$ cat src/ppl_pkg.sv
// package: constants for the phy power, reset and link control block
package ppl_pkg;
    localparam int CLK_HZ = 40_000_000;
    localparam int SPEED_SLOW_US = 16;
    localparam int SPEED_SLOW_CYC = (SPEED_SLOW_US * (CLK_HZ / 1_000_000));
    localparam int LINK_WAIT_US = 330;
    localparam int LINK_WAIT_CYC = (LINK_WAIT_US * (CLK_HZ / 1_000_000));
    localparam int SRST_MAX_MS = 500;
    localparam int SRST_CYC = 16;
    localparam int SRST_MAX_CYC = (SRST_MAX_MS * (CLK_HZ / 1_000));
    localparam int CRS_WIN = 10;
    localparam int ONES_RUN = 10;
    localparam logic [4:0] SYM_J = 5'h18;
    localparam logic [4:0] SYM_K = 5'h11;
    localparam logic [4:0] SYM_T = 5'h0D;
    localparam logic [4:0] SYM_R = 5'h07;
    localparam logic [4:0] SYM_IDLE = 5'h1F;
    localparam logic [1:0] CTRL_RST = 2'h0;
    localparam logic [7:0] CFG_RST = 8'h00;
    localparam logic [7:0] PRES_RST = 8'h00;
    localparam logic [1:0] RMII_IDLE = 2'h0;
    typedef enum logic [2:0] {
        PPL_LNK_DOWN = 3'b001,
        PPL_LNK_WAIT = 3'b010,
        PPL_LNK_READY = 3'b100
    } ppl_link_e;
    typedef enum logic [3:0] {
        PPL_CRS_IDLE = 4'b0001,
        PPL_CRS_PRE = 4'b0010,
        PPL_CRS_STRM = 4'b0100,
        PPL_CRS_END = 4'b1000
    } ppl_crs_e;
endpackage

$ cat src/ppl_top.sv
// module: operating-mode, carrier, link and loopback control of the phy
//
// Notes on behaviour
// - power-down bit set keeps all but management powered down until cleared.
// - clearing power-down powers up and internally resets the transceiver.
// - energy-detect enable with no energy powers down all but detect logic.
// - energy-detect sleep transmits nothing; arriving energy raises flag, wakes.
// - wake restores prior state; unmasked energy interrupt drives low output.
// - isolate ignores mac transmit inputs; management still works; zero at reset.
// - both resets clear registers; preserved bits survive soft reset.
// - rmii runs at 2.5 MHz first 16us after reset, then 25 MHz with aneg.
// - soft reset bit starts reset, self-clears, done within 0.5 s.
// - repeater or full duplex: carrier from receive only, else either.
// - carrier on two non-adjacent zeros inside any ten-bit window.
// - carrier drops on ten ones before a j/k start pair.
// - after start pair carrier holds until t or first idle, with exceptions.
// - 100 and 10 link results merged into one status and led.
// - data valid leads to ready, aneg done then link up; no aneg direct.
// - wait at least 330 us after data valid before ready.
// - data valid loss drops link immediately into down state.
// - in 10 Mbps mode link comes from the 10 Mbps receiver.
// - near loopback returns tx data to rx outputs; line drivers stay off.
// - far loopback resends line data; mac side isolated.
`timescale 1ns/1ps
module ppl_top #(
    parameter int LINK_WAIT = ppl_pkg::LINK_WAIT_CYC,
    parameter int SPEED_SLOW = ppl_pkg::SPEED_SLOW_CYC
) (
    input wire logic i_core_clk,
    input wire logic i_reset,
    input wire logic i_hw_reset_n,
    input wire logic i_power_down,
    input wire logic i_soft_reset_set,
    input wire logic i_isolate,
    input wire logic i_near_loop,
    input wire logic i_far_loop_enable,
    input wire logic i_energy_detect_pd_enable,
    input wire logic i_energy_irq_mask,
    input wire logic i_energy_irq_clear,
    input wire logic i_line_energy,
    input wire logic i_aneg_enable,
    input wire logic i_aneg_done,
    input wire logic i_full_duplex,
    input wire logic i_repeater,
    input wire logic i_speed_10,
    input wire logic i_link_10,
    input wire logic i_data_valid,
    input wire logic [7:0] i_cfg_wr_data,
    input wire logic i_cfg_wr,
    input wire logic [7:0] i_pres_wr_data,
    input wire logic i_pres_wr,
    input wire logic [1:0] i_txd,
    input wire logic i_tx_en,
    input wire logic i_tx_er,
    input wire logic [4:0] i_rx_sym,
    input wire logic i_rx_sym_valid,
    input wire logic [1:0] i_line_rxd,
    input wire logic i_line_rx_dv,
    output logic o_soft_reset_busy,
    output logic o_core_powered,
    output logic o_xcvr_reset,
    output logic o_energy_present_flag,
    output logic o_irq_out_n,
    output logic o_rmii_fast,
    output logic o_carrier,
    output logic o_link_status,
    output logic o_link_indicator_led,
    output logic o_tx_active,
    output logic [1:0] o_tx_line_data,
    output logic o_tx_line_en,
    output logic o_line_drv_on,
    output logic [1:0] o_rxd,
    output logic o_crs_dv,
    output logic [7:0] o_cfg,
    output logic [7:0] o_pres
);
    import ppl_pkg::*;

    // ------------------------------------------------------------
    // resets and power control
    // ------------------------------------------------------------
    logic rst_any;
    logic srst_q, srst_d;
    logic [4:0] srst_cnt_q;
    logic pd_q;
    logic edpd_sleep;
    logic energy_q;
    logic irq_q;
    logic powered;
    logic xrst_q;
    logic [7:0] cfg_q;
    logic [7:0] pres_q;
    logic soft_hit;
    wire hard_rst = i_reset | ~i_hw_reset_n;
    assign soft_hit = srst_q && (srst_cnt_q == 5'(SRST_CYC - 1));
    assign rst_any = hard_rst | srst_q;
    assign srst_d = srst_q ? ~soft_hit : i_soft_reset_set;

    always_ff @(posedge i_core_clk) begin
        if (hard_rst) begin
            srst_q <= 1'b0;
            srst_cnt_q <= 5'h00;
        end else begin
            srst_q <= srst_d;
            srst_cnt_q <= srst_q ? srst_cnt_q + 5'h01 : 5'h00;
        end
    end

    // registers: cfg cleared by either reset, pres only by hardware
    always_ff @(posedge i_core_clk) begin
        if (rst_any) begin
            cfg_q <= CFG_RST;
        end else if (i_cfg_wr) begin
            cfg_q <= i_cfg_wr_data;
        end
    end
    always_ff @(posedge i_core_clk) begin
        if (hard_rst) begin
            pres_q <= PRES_RST;
        end else if (i_pres_wr) begin
            pres_q <= i_pres_wr_data;
        end
    end

    // power-down never touches registers; falling edge pulses internal reset
    always_ff @(posedge i_core_clk) begin
        if (rst_any) begin
            pd_q <= 1'b0;
            xrst_q <= 1'b0;
        end else begin
            pd_q <= i_power_down;
            xrst_q <= pd_q & ~i_power_down;
        end
    end

    assign edpd_sleep = i_energy_detect_pd_enable & ~i_line_energy;
    assign powered = ~i_power_down & ~edpd_sleep;

    // energy flag and interrupt; set wins over clear
    always_ff @(posedge i_core_clk) begin
        if (rst_any) begin
            energy_q <= 1'b0;
            irq_q <= 1'b0;
        end else begin
            energy_q <= i_line_energy;
            if (i_energy_detect_pd_enable && i_line_energy && !energy_q) begin
                irq_q <= 1'b1;
            end else if (i_energy_irq_clear) begin
                irq_q <= 1'b0;
            end
        end
    end

    // ------------------------------------------------------------
    // rmii speed after reset
    // ------------------------------------------------------------
    logic [15:0] slow_cnt_q;
    logic slow_done;
    assign slow_done = (slow_cnt_q == 16'(SPEED_SLOW));
    always_ff @(posedge i_core_clk) begin
        if (rst_any) begin
            slow_cnt_q <= 16'h0000;
        end else if (!slow_done) begin
            slow_cnt_q <= slow_cnt_q + 16'h0001;
        end
    end

    // ------------------------------------------------------------
    // carrier sense from 5-bit symbols
    // ------------------------------------------------------------
    ppl_crs_e crs_q;
    ppl_crs_e crs_d;
    logic [CRS_WIN-1:0] win_q;
    logic [CRS_WIN-1:0] win_d;
    logic [4:0] prev_q;
    logic zeros2;
    logic ones10;
    logic rx_act;
    logic ssd_seen;
    logic esd_seen;
    logic idle_pair;
    assign win_d = {win_q[4:0], i_rx_sym};
    assign ssd_seen = (prev_q == SYM_J) && (i_rx_sym == SYM_K);
    assign esd_seen = (prev_q == SYM_T) && (i_rx_sym == SYM_R);
    assign idle_pair = (prev_q == SYM_IDLE) && (i_rx_sym == SYM_IDLE);

    // two zeros not next to each other anywhere in the window
    function automatic logic two_sep_zeros(input logic [CRS_WIN-1:0] w);
        logic hit;
        hit = 1'b0;
        for (int a = 0; a < CRS_WIN; a++) begin
            for (int b = a + 2; b < CRS_WIN; b++) begin
                if (!w[a] && !w[b]) begin
                    hit = 1'b1;
                end
            end
        end
        return hit;
    endfunction
    assign zeros2 = two_sep_zeros(win_d);
    assign ones10 = &win_d;

    always_comb begin
        crs_d = crs_q;
        unique case (crs_q)
            PPL_CRS_IDLE: begin
                if (zeros2) begin
                    crs_d = PPL_CRS_PRE;
                end
            end
            PPL_CRS_PRE: begin
                if (ssd_seen) begin
                    crs_d = PPL_CRS_STRM;
                end else if (ones10) begin
                    crs_d = PPL_CRS_IDLE;
                end
            end
            PPL_CRS_STRM: begin
                if (i_rx_sym == SYM_T || i_rx_sym == SYM_IDLE) begin
                    crs_d = PPL_CRS_END;
                end
            end
            PPL_CRS_END: begin
                if (esd_seen || idle_pair) begin
                    crs_d = PPL_CRS_IDLE;
                end else if (i_rx_sym != SYM_IDLE) begin
                    crs_d = PPL_CRS_STRM;
                end
            end
            default: crs_d = PPL_CRS_IDLE;
        endcase
    end

    always_ff @(posedge i_core_clk) begin
        if (rst_any || !powered) begin
            crs_q <= PPL_CRS_IDLE;
            win_q <= '1;
            prev_q <= SYM_IDLE;
        end else if (i_rx_sym_valid) begin
            crs_q <= crs_d;
            win_q <= win_d;
            prev_q <= i_rx_sym;
        end
    end
    // negated right after t or first idle
    assign rx_act = (crs_q == PPL_CRS_PRE) || (crs_q == PPL_CRS_STRM);

    // ------------------------------------------------------------
    // 100 Mbps link monitor
    // ------------------------------------------------------------
    ppl_link_e lnk_q;
    logic link_up_q;
    logic [15:0] lwait_q;
    always_ff @(posedge i_core_clk) begin
        if (rst_any || !powered || !i_data_valid) begin
            lnk_q <= PPL_LNK_DOWN;
            link_up_q <= 1'b0;
            lwait_q <= 16'h0000;
        end else begin
            unique case (lnk_q)
                PPL_LNK_DOWN: begin
                    lnk_q <= PPL_LNK_WAIT;
                    lwait_q <= 16'h0001;
                end
                PPL_LNK_WAIT: begin
                    if (lwait_q >= 16'(LINK_WAIT)) begin
                        lnk_q <= PPL_LNK_READY;
                    end else begin
                        lwait_q <= lwait_q + 16'h0001;
                    end
                end
                PPL_LNK_READY: begin
                    if (!i_aneg_enable || i_aneg_done) begin
                        link_up_q <= 1'b1;
                    end
                end
                default: lnk_q <= PPL_LNK_DOWN;
            endcase
        end
    end

    // ------------------------------------------------------------
    // data paths and outputs
    // ------------------------------------------------------------
    logic mac_cut;
    logic tx_ok;
    logic [1:0] rxd_d;
    logic crs_dv_d;
    logic carrier_d;
    logic link_d;
    logic link_100;
    assign mac_cut = i_isolate | i_far_loop_enable;
    assign tx_ok = powered & ~mac_cut & i_tx_en & ~i_tx_er;
    assign carrier_d = (i_repeater | i_full_duplex) ? rx_act
                     : (rx_act | tx_ok);
    assign link_100 = link_up_q & i_data_valid;
    assign link_d = i_speed_10 ? i_link_10 : link_100;
    assign rxd_d = mac_cut ? RMII_IDLE
                 : i_near_loop ? (tx_ok ? i_txd : RMII_IDLE)
                 : i_line_rxd;
    assign crs_dv_d = mac_cut ? 1'b0
                    : i_near_loop ? tx_ok
                    : (carrier_d | i_line_rx_dv);

    always_ff @(posedge i_core_clk) begin
        if (rst_any) begin
            o_tx_line_data <= RMII_IDLE;
            o_tx_line_en <= 1'b0;
            o_rxd <= RMII_IDLE;
            o_crs_dv <= 1'b0;
            o_carrier <= 1'b0;
            o_link_status <= 1'b0;
        end else begin
            if (i_far_loop_enable && powered) begin
                o_tx_line_data <= i_line_rxd;
                o_tx_line_en <= i_line_rx_dv;
            end else begin
                o_tx_line_data <= (tx_ok && !i_near_loop) ? i_txd : RMII_IDLE;
                o_tx_line_en <= tx_ok & ~i_near_loop;
            end
            o_rxd <= powered ? rxd_d : RMII_IDLE;
            o_crs_dv <= powered & crs_dv_d;
            o_carrier <= carrier_d;
            o_link_status <= link_d;
        end
    end

    // ------------------------------------------------------------
    // status and drive outputs
    // ------------------------------------------------------------
    assign o_soft_reset_busy = srst_q;
    assign o_core_powered = powered;
    assign o_xcvr_reset = xrst_q | rst_any;
    assign o_energy_present_flag = energy_q;
    assign o_irq_out_n = ~(irq_q & i_energy_irq_mask);
    assign o_rmii_fast = slow_done & i_aneg_enable;
    assign o_link_indicator_led = o_link_status;
    assign o_tx_active = tx_ok;
    assign o_line_drv_on = powered & ~i_near_loop;
    assign o_cfg = cfg_q;
    assign o_pres = pres_q;
endmodule

$ cat config.mk
export PLATFORM = sky130hd
export DESIGN_NAME = ppl_top
export DESIGN_NICKNAME = d
export VERILOG_FILES = /design/src/ppl_pkg.sv /design/src/ppl_top.sv
export SDC_FILE = /design/constraint.sdc
export NUM_CORES = 1
export LEC_CHECK = 0
export ABC_AREA = 1
export BUFFER_PORTS_ARGS = -buffer_cell sky130_fd_sc_hd__buf_2
export CORE_MARGIN = 4
export CORE_UTILIZATION = 59
export CTS_CLUSTER_DIAMETER = 30
export CTS_CLUSTER_SIZE = 8
export DETAILED_ROUTE_END_ITERATION = 8
export GPL_ROUTABILITY_DRIVEN = 0
export PLACE_DENSITY = 0.85
export SLEW_MARGIN = 10
export SYNTH_ARGS = -nofsm -noshare
export SYNTH_HDL_FRONTEND = slang
export SYNTH_SLANG_ARGS = --single-unit
$ cat constraint.sdc
create_clock -name i_core_clk -period 2.9 [get_ports i_core_clk]
set_clock_uncertainty 0.1 [all_clocks]
set_input_delay 0.29 -clock i_core_clk [delete_from_list [all_inputs] [get_ports i_core_clk]]
set_output_delay 0.29 -clock i_core_clk [all_outputs]
set_load 0.005 [all_outputs]
==> results of run 1 <==
## path summary, 6_finish.rpt
check,endpoint,slack [ns],cells past startpoint
min,o_soft_reset_busy,0.05,3
min reg2reg,xrst_q,0.33,2
max reg2reg,lwait_q[6],0.96,8
max,o_xcvr_reset,0.91,4
## registers in the layout, indices dropped and copies added, names as in the netlist, 2 cells and up
signal / count
prev_q: 5
lwait_q: 16
o_pres: 8
srst_cnt_q: 5
slow_cnt_q: 16
crs_q: 4
o_tx_line_data: 2
lnk_q: 3
o_cfg: 8
o_rxd: 2
## layer usage
layer / up-vias / part of all wire / wire length [microns] / track usage
li1: 1915 / - / - / -
met1: 1682 / 0.44 / 3790 / 0.284
met2: 107 / 0.50 / 4260 / 0.390
met3: 12 / 0.045 / 388 / 0.0338
met4: 0 / 0.015 / 130 / 0.0853
met5: - / 0 / 0 / 0
## power breakdown
group	total, mW	switching [mW]	internal, mW	leakage [nW]
Clock	0.796	0.380	0.416	0.0981
Sequential	1.11	0.0120	1.10	0.639
Combinational	0.176	0.107	0.0691	1.25
## cell families after synthesis
logic type               after synthesis
AO/OA/AOI/OAI                         85
XOR/XNOR                              11
adder cells (fa/ha/maj)                6
buffers and inverters                 86
flip-flops                            79
AND/OR/NAND/NOR                      278
## synth_stat cells, drive strengths merged (2+ instances only)
library cell	n
nand2	124
dfxtp	79
inv	72
nor2	67
nand3	54
a21oi	53
o21ai	24
nor3	16
xor2	11
buf	9
ha	6
nand4	6
o211ai	5
clkbuf	4
nor3b	4
nand3b	3
o21bai	2
or2	2
## cell type report
cell class                 count  area share
clock inverter                 6      0.0132
inverter                      73      0.0601
timing repair buffer          82      0.0901
clock buffer                  10      0.0302
multi-input combinational    380       0.438
sequential                    79       0.347
tap                           77      0.0211
## stage by stage
stage / area [sq um] / power, mW
after global routing: 4560 / 2.18
after global placement: 4360 / 1.31
final: 4560 / 2.08
after CTS: 4560 / 2.10
after detailed placement: 4360 / 1.31
after floorplan: 3930 / 1.25
## worst max-delay path, delay by kind of cell (launching register included)
kind | cells | cell delay [ns]
DFF | 1 | 0.37
buffers and inverters | 2 | 0.32
and+or+nand+nor | 2 | 0.56
==> results.md, run 1 <==
- Crit path arrival time: 1.60 ns
- Clock root buffer master: clkbuf_8
- Post-synthesis instance area: 3930 sq um
- Post-Place Setup Slack: 0.716 ns
- Setup violations, final: 0
- Sort of element at the end of the critical path: output port
- Adder-Cell Fraction of Synth Area: 0.0191
- Area of all sequential standard cells: 1580 sq um
- Fill count: 520
- Mux contribution to synthesized area: 0
- Floorplan die area: 8030 sq um
- Largest driver fanout on the critical path: 20
- Final hold vios: 0
- Seq/Total Area, Yosys: 0.402
- Compound-Gate Fraction of Synth Area: 0.114
- Count of flip-flops with a built-in enable after synthesis: 0
- Yosys synthesis warning count: 0
- Vias in the first global route: 3394
- Global-route wire length before repair: 14.5 mm
- Standby leakage power: 1.99 nW
- Leading cell type in the layout, fill and taps excluded: nand2_1
- Skew-Pair Late Insertion Delay: 0.34 ns
- Vertical extent of the die: 89.6 microns
- Clock-pin transition on the worst setup and hold timing paths: 0.07 ns
- Pin count of the biggest net entering global routing: 21
- Number of antenna violations at the first check in global routing: 0
- Start point of the critical path: o_soft_reset_busy
- Final core occ: 0.710
- Smallest setup slack after layout: 0.909 ns
- Buffers added on ports: 82
- Layout overhead on the synthesized area: 16.0%
- Peak VDD IR: 334 uV
- First drt pass iteration count: 5
- Row count: 29
- Wire per inst: 12.1 microns
- Violation count after the first detailed-route iteration: 228
- Post-detailed-route count of antenna-violating nets: 0
- Number of vias in the routed layout: 3716
- TritonCTS Sinks: 79
- RSZ-0062 raised after global routing: false
- Number of top-level design ports: 83
- Reg-to-reg startpoint: lnk_q[0]
- Number of slew-limit violations in the final report: 0
- Placed Instances: 691
- Avg Vias per Cell: 5.26
- Commonest register cell after synthesis: dfxtp_1
- Setup TNS after final layout: 0 ns
- Pin slew with the least headroom to its limit: 0.551 ns
- Core Footprint: 6420 sq um
- Synth Net Count: 601
- Die boundary width: 89.6 microns
- DRC violation count after routing: 0
- CTS H-tree depth: 3
- Crit path time final: 1.99 ns
- Post-CTS setup buffer count: 0
- Cell Pwr Density: 457 nW/um^2
- Fraction of final layout cells with drive strength greater than 1: 0.229
- Final wirelength: 8.57 mm
- Required time reported for the critical path endpoint: 2.51 ns
- NumNets Final: 681
- Dominant combinational cell family by area after synthesis: simple AND/OR/NAND/NOR gates
- Parity-gate share of the synthesized area counting xor and xnor cells: 0.0245
- Highest-count cells in the layout ignoring fill and taps: 118 x nand2_1, 82 x buf_2, 79 x dfxtp_1
- Cell with the biggest individual delay on the critical path: dfxtp_1
- WHS: 0.0494 ns
- Quantity of gates resized following cts: 0
- Slew Limit Headroom: 0.632
- Starting density of the core: 0.612
- Critical path, cell by cell: nor2_8 -> inv_2 -> or2_2 -> buf_2
- Flip-flop and latch count after synthesis: 79
- Outcome: completed
- Mean Syn Cell Area: 7.21 sq um
- Area share of and/or/nand/nor cells after synthesis: 0.350
- Gate count of the mapped netlist: 545
- Longest Clk Path Bufs: 2
- Biggest area contributors in the synthesized netlist: dfxtp_1 40%, nand2_1 11%, a21oi_1 6.7%
- TritonCTS clock tree: done
- Estimated wirelength of the detail-placed design: 6.50 mm
- Critical Setup Path Class: flop to output port
- Top-area cell type share of the netlist area: 0.402
- Max Clock Freq: 502 MHz
- Inserted Clock Buffers: 9
- Source of the worst hold timing path: i_soft_reset_set
- Ant diodes: 0
- Global-route congestion overflow total: 0
- Ys async rst share: 0
- Post-route clock period utilization: 0.687
- Critical path startpoint category: flop
- Cell type contributing the most total cell area after synthesis: dfxtp_1
- Number of different library cells in the post-synthesis netlist: 41
- Class of the tightest hold or removal check: input port to flop
- Multi-input gate area in the final layout: 2000 sq um
- Crit-path max cell delay: 0.37 ns
- Max-capacitance violation count: 0
- Post-CTS Hold Fix Bufs: 0
- Overall fraction of global-route tracks in use: 0.226
- Number of standard cells in the final layout excluding fillers: 707
Power figures use the tool's default switching activity.
==> run 2, diff against run 1 <==
CORE_UTILIZATION = 55   (was 59)
PLACE_DENSITY = 0.8   (was 0.85)
clock period = 1.9 ns   (was 2.9 ns; I/O delays follow)
==> results.md, run 2 (synthesized netlist as in run 1, its figures left out) <==
- Outcome: completed
- Max-capacitance violation count: 0 (unchanged)
- Pin slew with the least headroom to its limit: 0.416 ns (-0.135 ns)
- Cells on worst reg2reg path: 7 (-1)
- Final wirelength: 9.32 mm (+8.8%)
- Clock-pin transition on the worst setup and hold timing paths: 0.08 ns (about the same)
- Number of top-level design ports: 83 (unchanged)
- Fraction of final layout cells with drive strength greater than 1: 0.243 (+0.0146)
- Post-route clock period utilization: 0.949
- Slew Limit Headroom: 0.721 (+0.0890)
- Required time reported for the critical path endpoint: 1.61 ns (-0.90 ns)
- Smallest setup slack after layout: 0.0961 ns (-0.813 ns)
- CTS H-tree depth: 3 (unchanged)
- Avg Vias per Cell: 5.13 (-2.4%)
- Dominant delay contributor by cell family on the critical path: buffers and inverters
- Crit path arrival time: 1.51 ns (-0.09 ns)
- Number of antenna violations at the first check in global routing: 0 (unchanged)
- Clock root buffer master: clkbuf_8
- Die boundary width: 92.5 microns (+3.3%)
- Skew-Pair Late Insertion Delay: 0.35 ns (about the same)
- First drt pass iteration count: 7 (+2)
- TritonCTS clock tree: done
- WHS: 0.00932 ns (-0.0401 ns)
- Vertical extent of the die: 92.5 microns (+3.3%)
- Wire per inst: 12.4 microns (+2.0%)
- Crit path top cell by count: buf_2
- Layout overhead on the synthesized area: 23.9%
- Final design instance area without fill: 4870 sq um (+6.8%)
- Row count: 30 (+3.4%)
- Final hold vios: 0 (unchanged)
- Post-detailed-route count of antenna-violating nets: 0 (unchanged)
- Sort of element at the end of the critical path: output port
- Cell with the biggest individual delay on the critical path: dlygate4sd3_1
- Critical Setup Path Class: input port to output port
- Floorplan die area: 8560 sq um (+6.6%)
- Cell Pwr Density: 673 nW/um^2 (+47%)
- Longest Clk Path Bufs: 2 (unchanged)
- Estimated wirelength of the detail-placed design: 6.60 mm (+1.5%)
- Crit-path max cell delay: 0.52 ns (+0.15 ns)
- Critical path, cell by cell: dlygate4sd3_1 -> buf_2 -> inv_1 -> nand2_1 -> nand2_2 -> nor2_1 -> buf_2
- Inserted Clock Buffers: 9 (unchanged)
- Core Footprint: 6870 sq um (+7.0%)
- Leading cell type in the layout, fill and taps excluded: nand2_1
- Global-route wire length before repair: 16.2 mm (+12%)
- Critical Path Stages: 7 (+3)
- Met3 wirelength from detailed routing: 349 microns (-10%)
- Overall fraction of global-route tracks in use: 0.230 (+0.00393)
- Vias in the first global route: 3901 (+15%)
- NumNets Final: 709 (+4.1%)
- Crit path time final: 1.80 ns
- Standby leakage power: 2.12 nW (+6.4%)
- Peak VDD IR: 688 uV (+110%)
- DRC violation count after routing: 0 (unchanged)
- Top metal layer carrying routed signals: met4
- Highest-count cells in the layout ignoring fill and taps: 118 x nand2_1, 82 x buf_2, 75 x dfxtp_1
- Buffers added on ports: 82 (unchanged)
- Worst Setup EP: o_tx_active
- Largest driver fanout on the critical path: 6 (-70%)
- Violation count after the first detailed-route iteration: 181 (-21%)
- Metal-1 WL: 3.91 mm (+3.2%)
- Critical path startpoint category: input port
- RSZ-0062 raised after global routing: true
- Reg-to-reg slack, setup: 0.11 ns (-0.85 ns)
- Fill count: 580 (+12%)
- Total power: 3.28 mW (+57%)
- Class of the tightest hold or removal check: input port to flop
- Biggest registers after layout: lwait_q: 16 flops, slow_cnt_q: 16 flops
- Start point of the critical path: i_line_energy
- Pin count of the biggest net entering global routing: 18 (-14%)
- Number of slew-limit violations in the final report: 0 (unchanged)
- Max Clock Freq: 554 MHz
- Buffer and inverter count on the worst path: 4 (+2)
- Total length of routed met2 wires: 4.82 mm (+13%)
- Post-Place Setup Slack: 0.178 ns (-0.538 ns)
- Setup violations, final: 0 (unchanged)
- Cell area reported after detailed placement: 4420 sq um (+1.4%)
- Crit Reg-Reg Endpoint: slow_cnt_q[12]
- Number of vias in the routed layout: 3867 (+4.1%)
- Final core occ: 0.709 (-0.000784)
- Ant diodes: 0 (unchanged)
- Reg-to-reg startpoint: slow_cnt_q[0]
- Starting density of the core: 0.572 (-0.0398)
- TritonCTS Sinks: 79 (unchanged)
- Global-route congestion overflow total: 0 (unchanged)
## run 2: cell count changes in the layout (fill, tap and decap cells not counted), sizes merged
cell / delta
clkinv: -2
clkinvlp: -1
dlygate4sd3: +20
buf: +8
inv: +4
clkbuf: -1
## run 2: how the worst min path moves through the flow
stage,from,end,slack (ns),cells after the start
3_3_place_gp,i_soft_reset_set,o_soft_reset_busy,0.30,3
2_1_floorplan,i_soft_reset_set,o_soft_reset_busy,0.20,2
4_1_cts,i_pres_wr_data[4],o_pres[4],0.002,3
5_1_grt,i_pres_wr_data[4],o_pres[4],0.009,3
6_report,i_pres_wr_data[4],o_pres[4],0.009,3
3_5_place_dp,i_soft_reset_set,o_soft_reset_busy,0.30,3
## run 2: worst register-to-register path: stages, from the launching register on
cell     delay (ns)
dfxtp_4        0.38
ha_2           0.19
nand3_2        0.10
or2_4          0.26
nor3_4         0.27
nand3_1        0.15
o21ai_1        0.17
a21oi_1        0.07
## run 2: through the flow
stage          std cells  setup TNS [ns]
6_report             754               0
5_1_grt              754         -0.0522
4_1_cts              751               0
3_5_place_dp         715               0
3_3_place_gp         715               0
2_1_floorplan        545               0
## run 2: power breakdown
group / leakage, nW / internal, mW / switching, mW
Sequential: 0.641 / 1.68 / 0.0177
Clock: 0.101 / 0.623 / 0.647
Combinational: 1.37 / 0.137 / 0.176
## run 2: layout make-up
type	instances	area, sq um	share of cell area
Multi-Input combinational cell	380	2010	0.414
Clock inverter	7	77.6	0.0159
Inverter	73	274	0.0563
Tap cell	96	120	0.0247
Timing Repair Buffer	110	671	0.138
Clock buffer	9	124	0.0254
Sequential cell	79	1590	0.326
## run 2: timing repair
item | CTS | global route
hold buffers | 20 | 0
hold endpoints to repair | 20 | 0
resized for setup | 0 | 9
setup endpoints to repair | 0 | 3
buffers inserted | 0 | 3
## run 2: metal layers
layer | track usage | vias to the layer above
met5 | 0 | -
met4 | 0.0990 | 0
met1 | 0.253 | 1796
met2 | 0.425 | 78
met3 | 0.0447 | 21
li1 | - | 1972
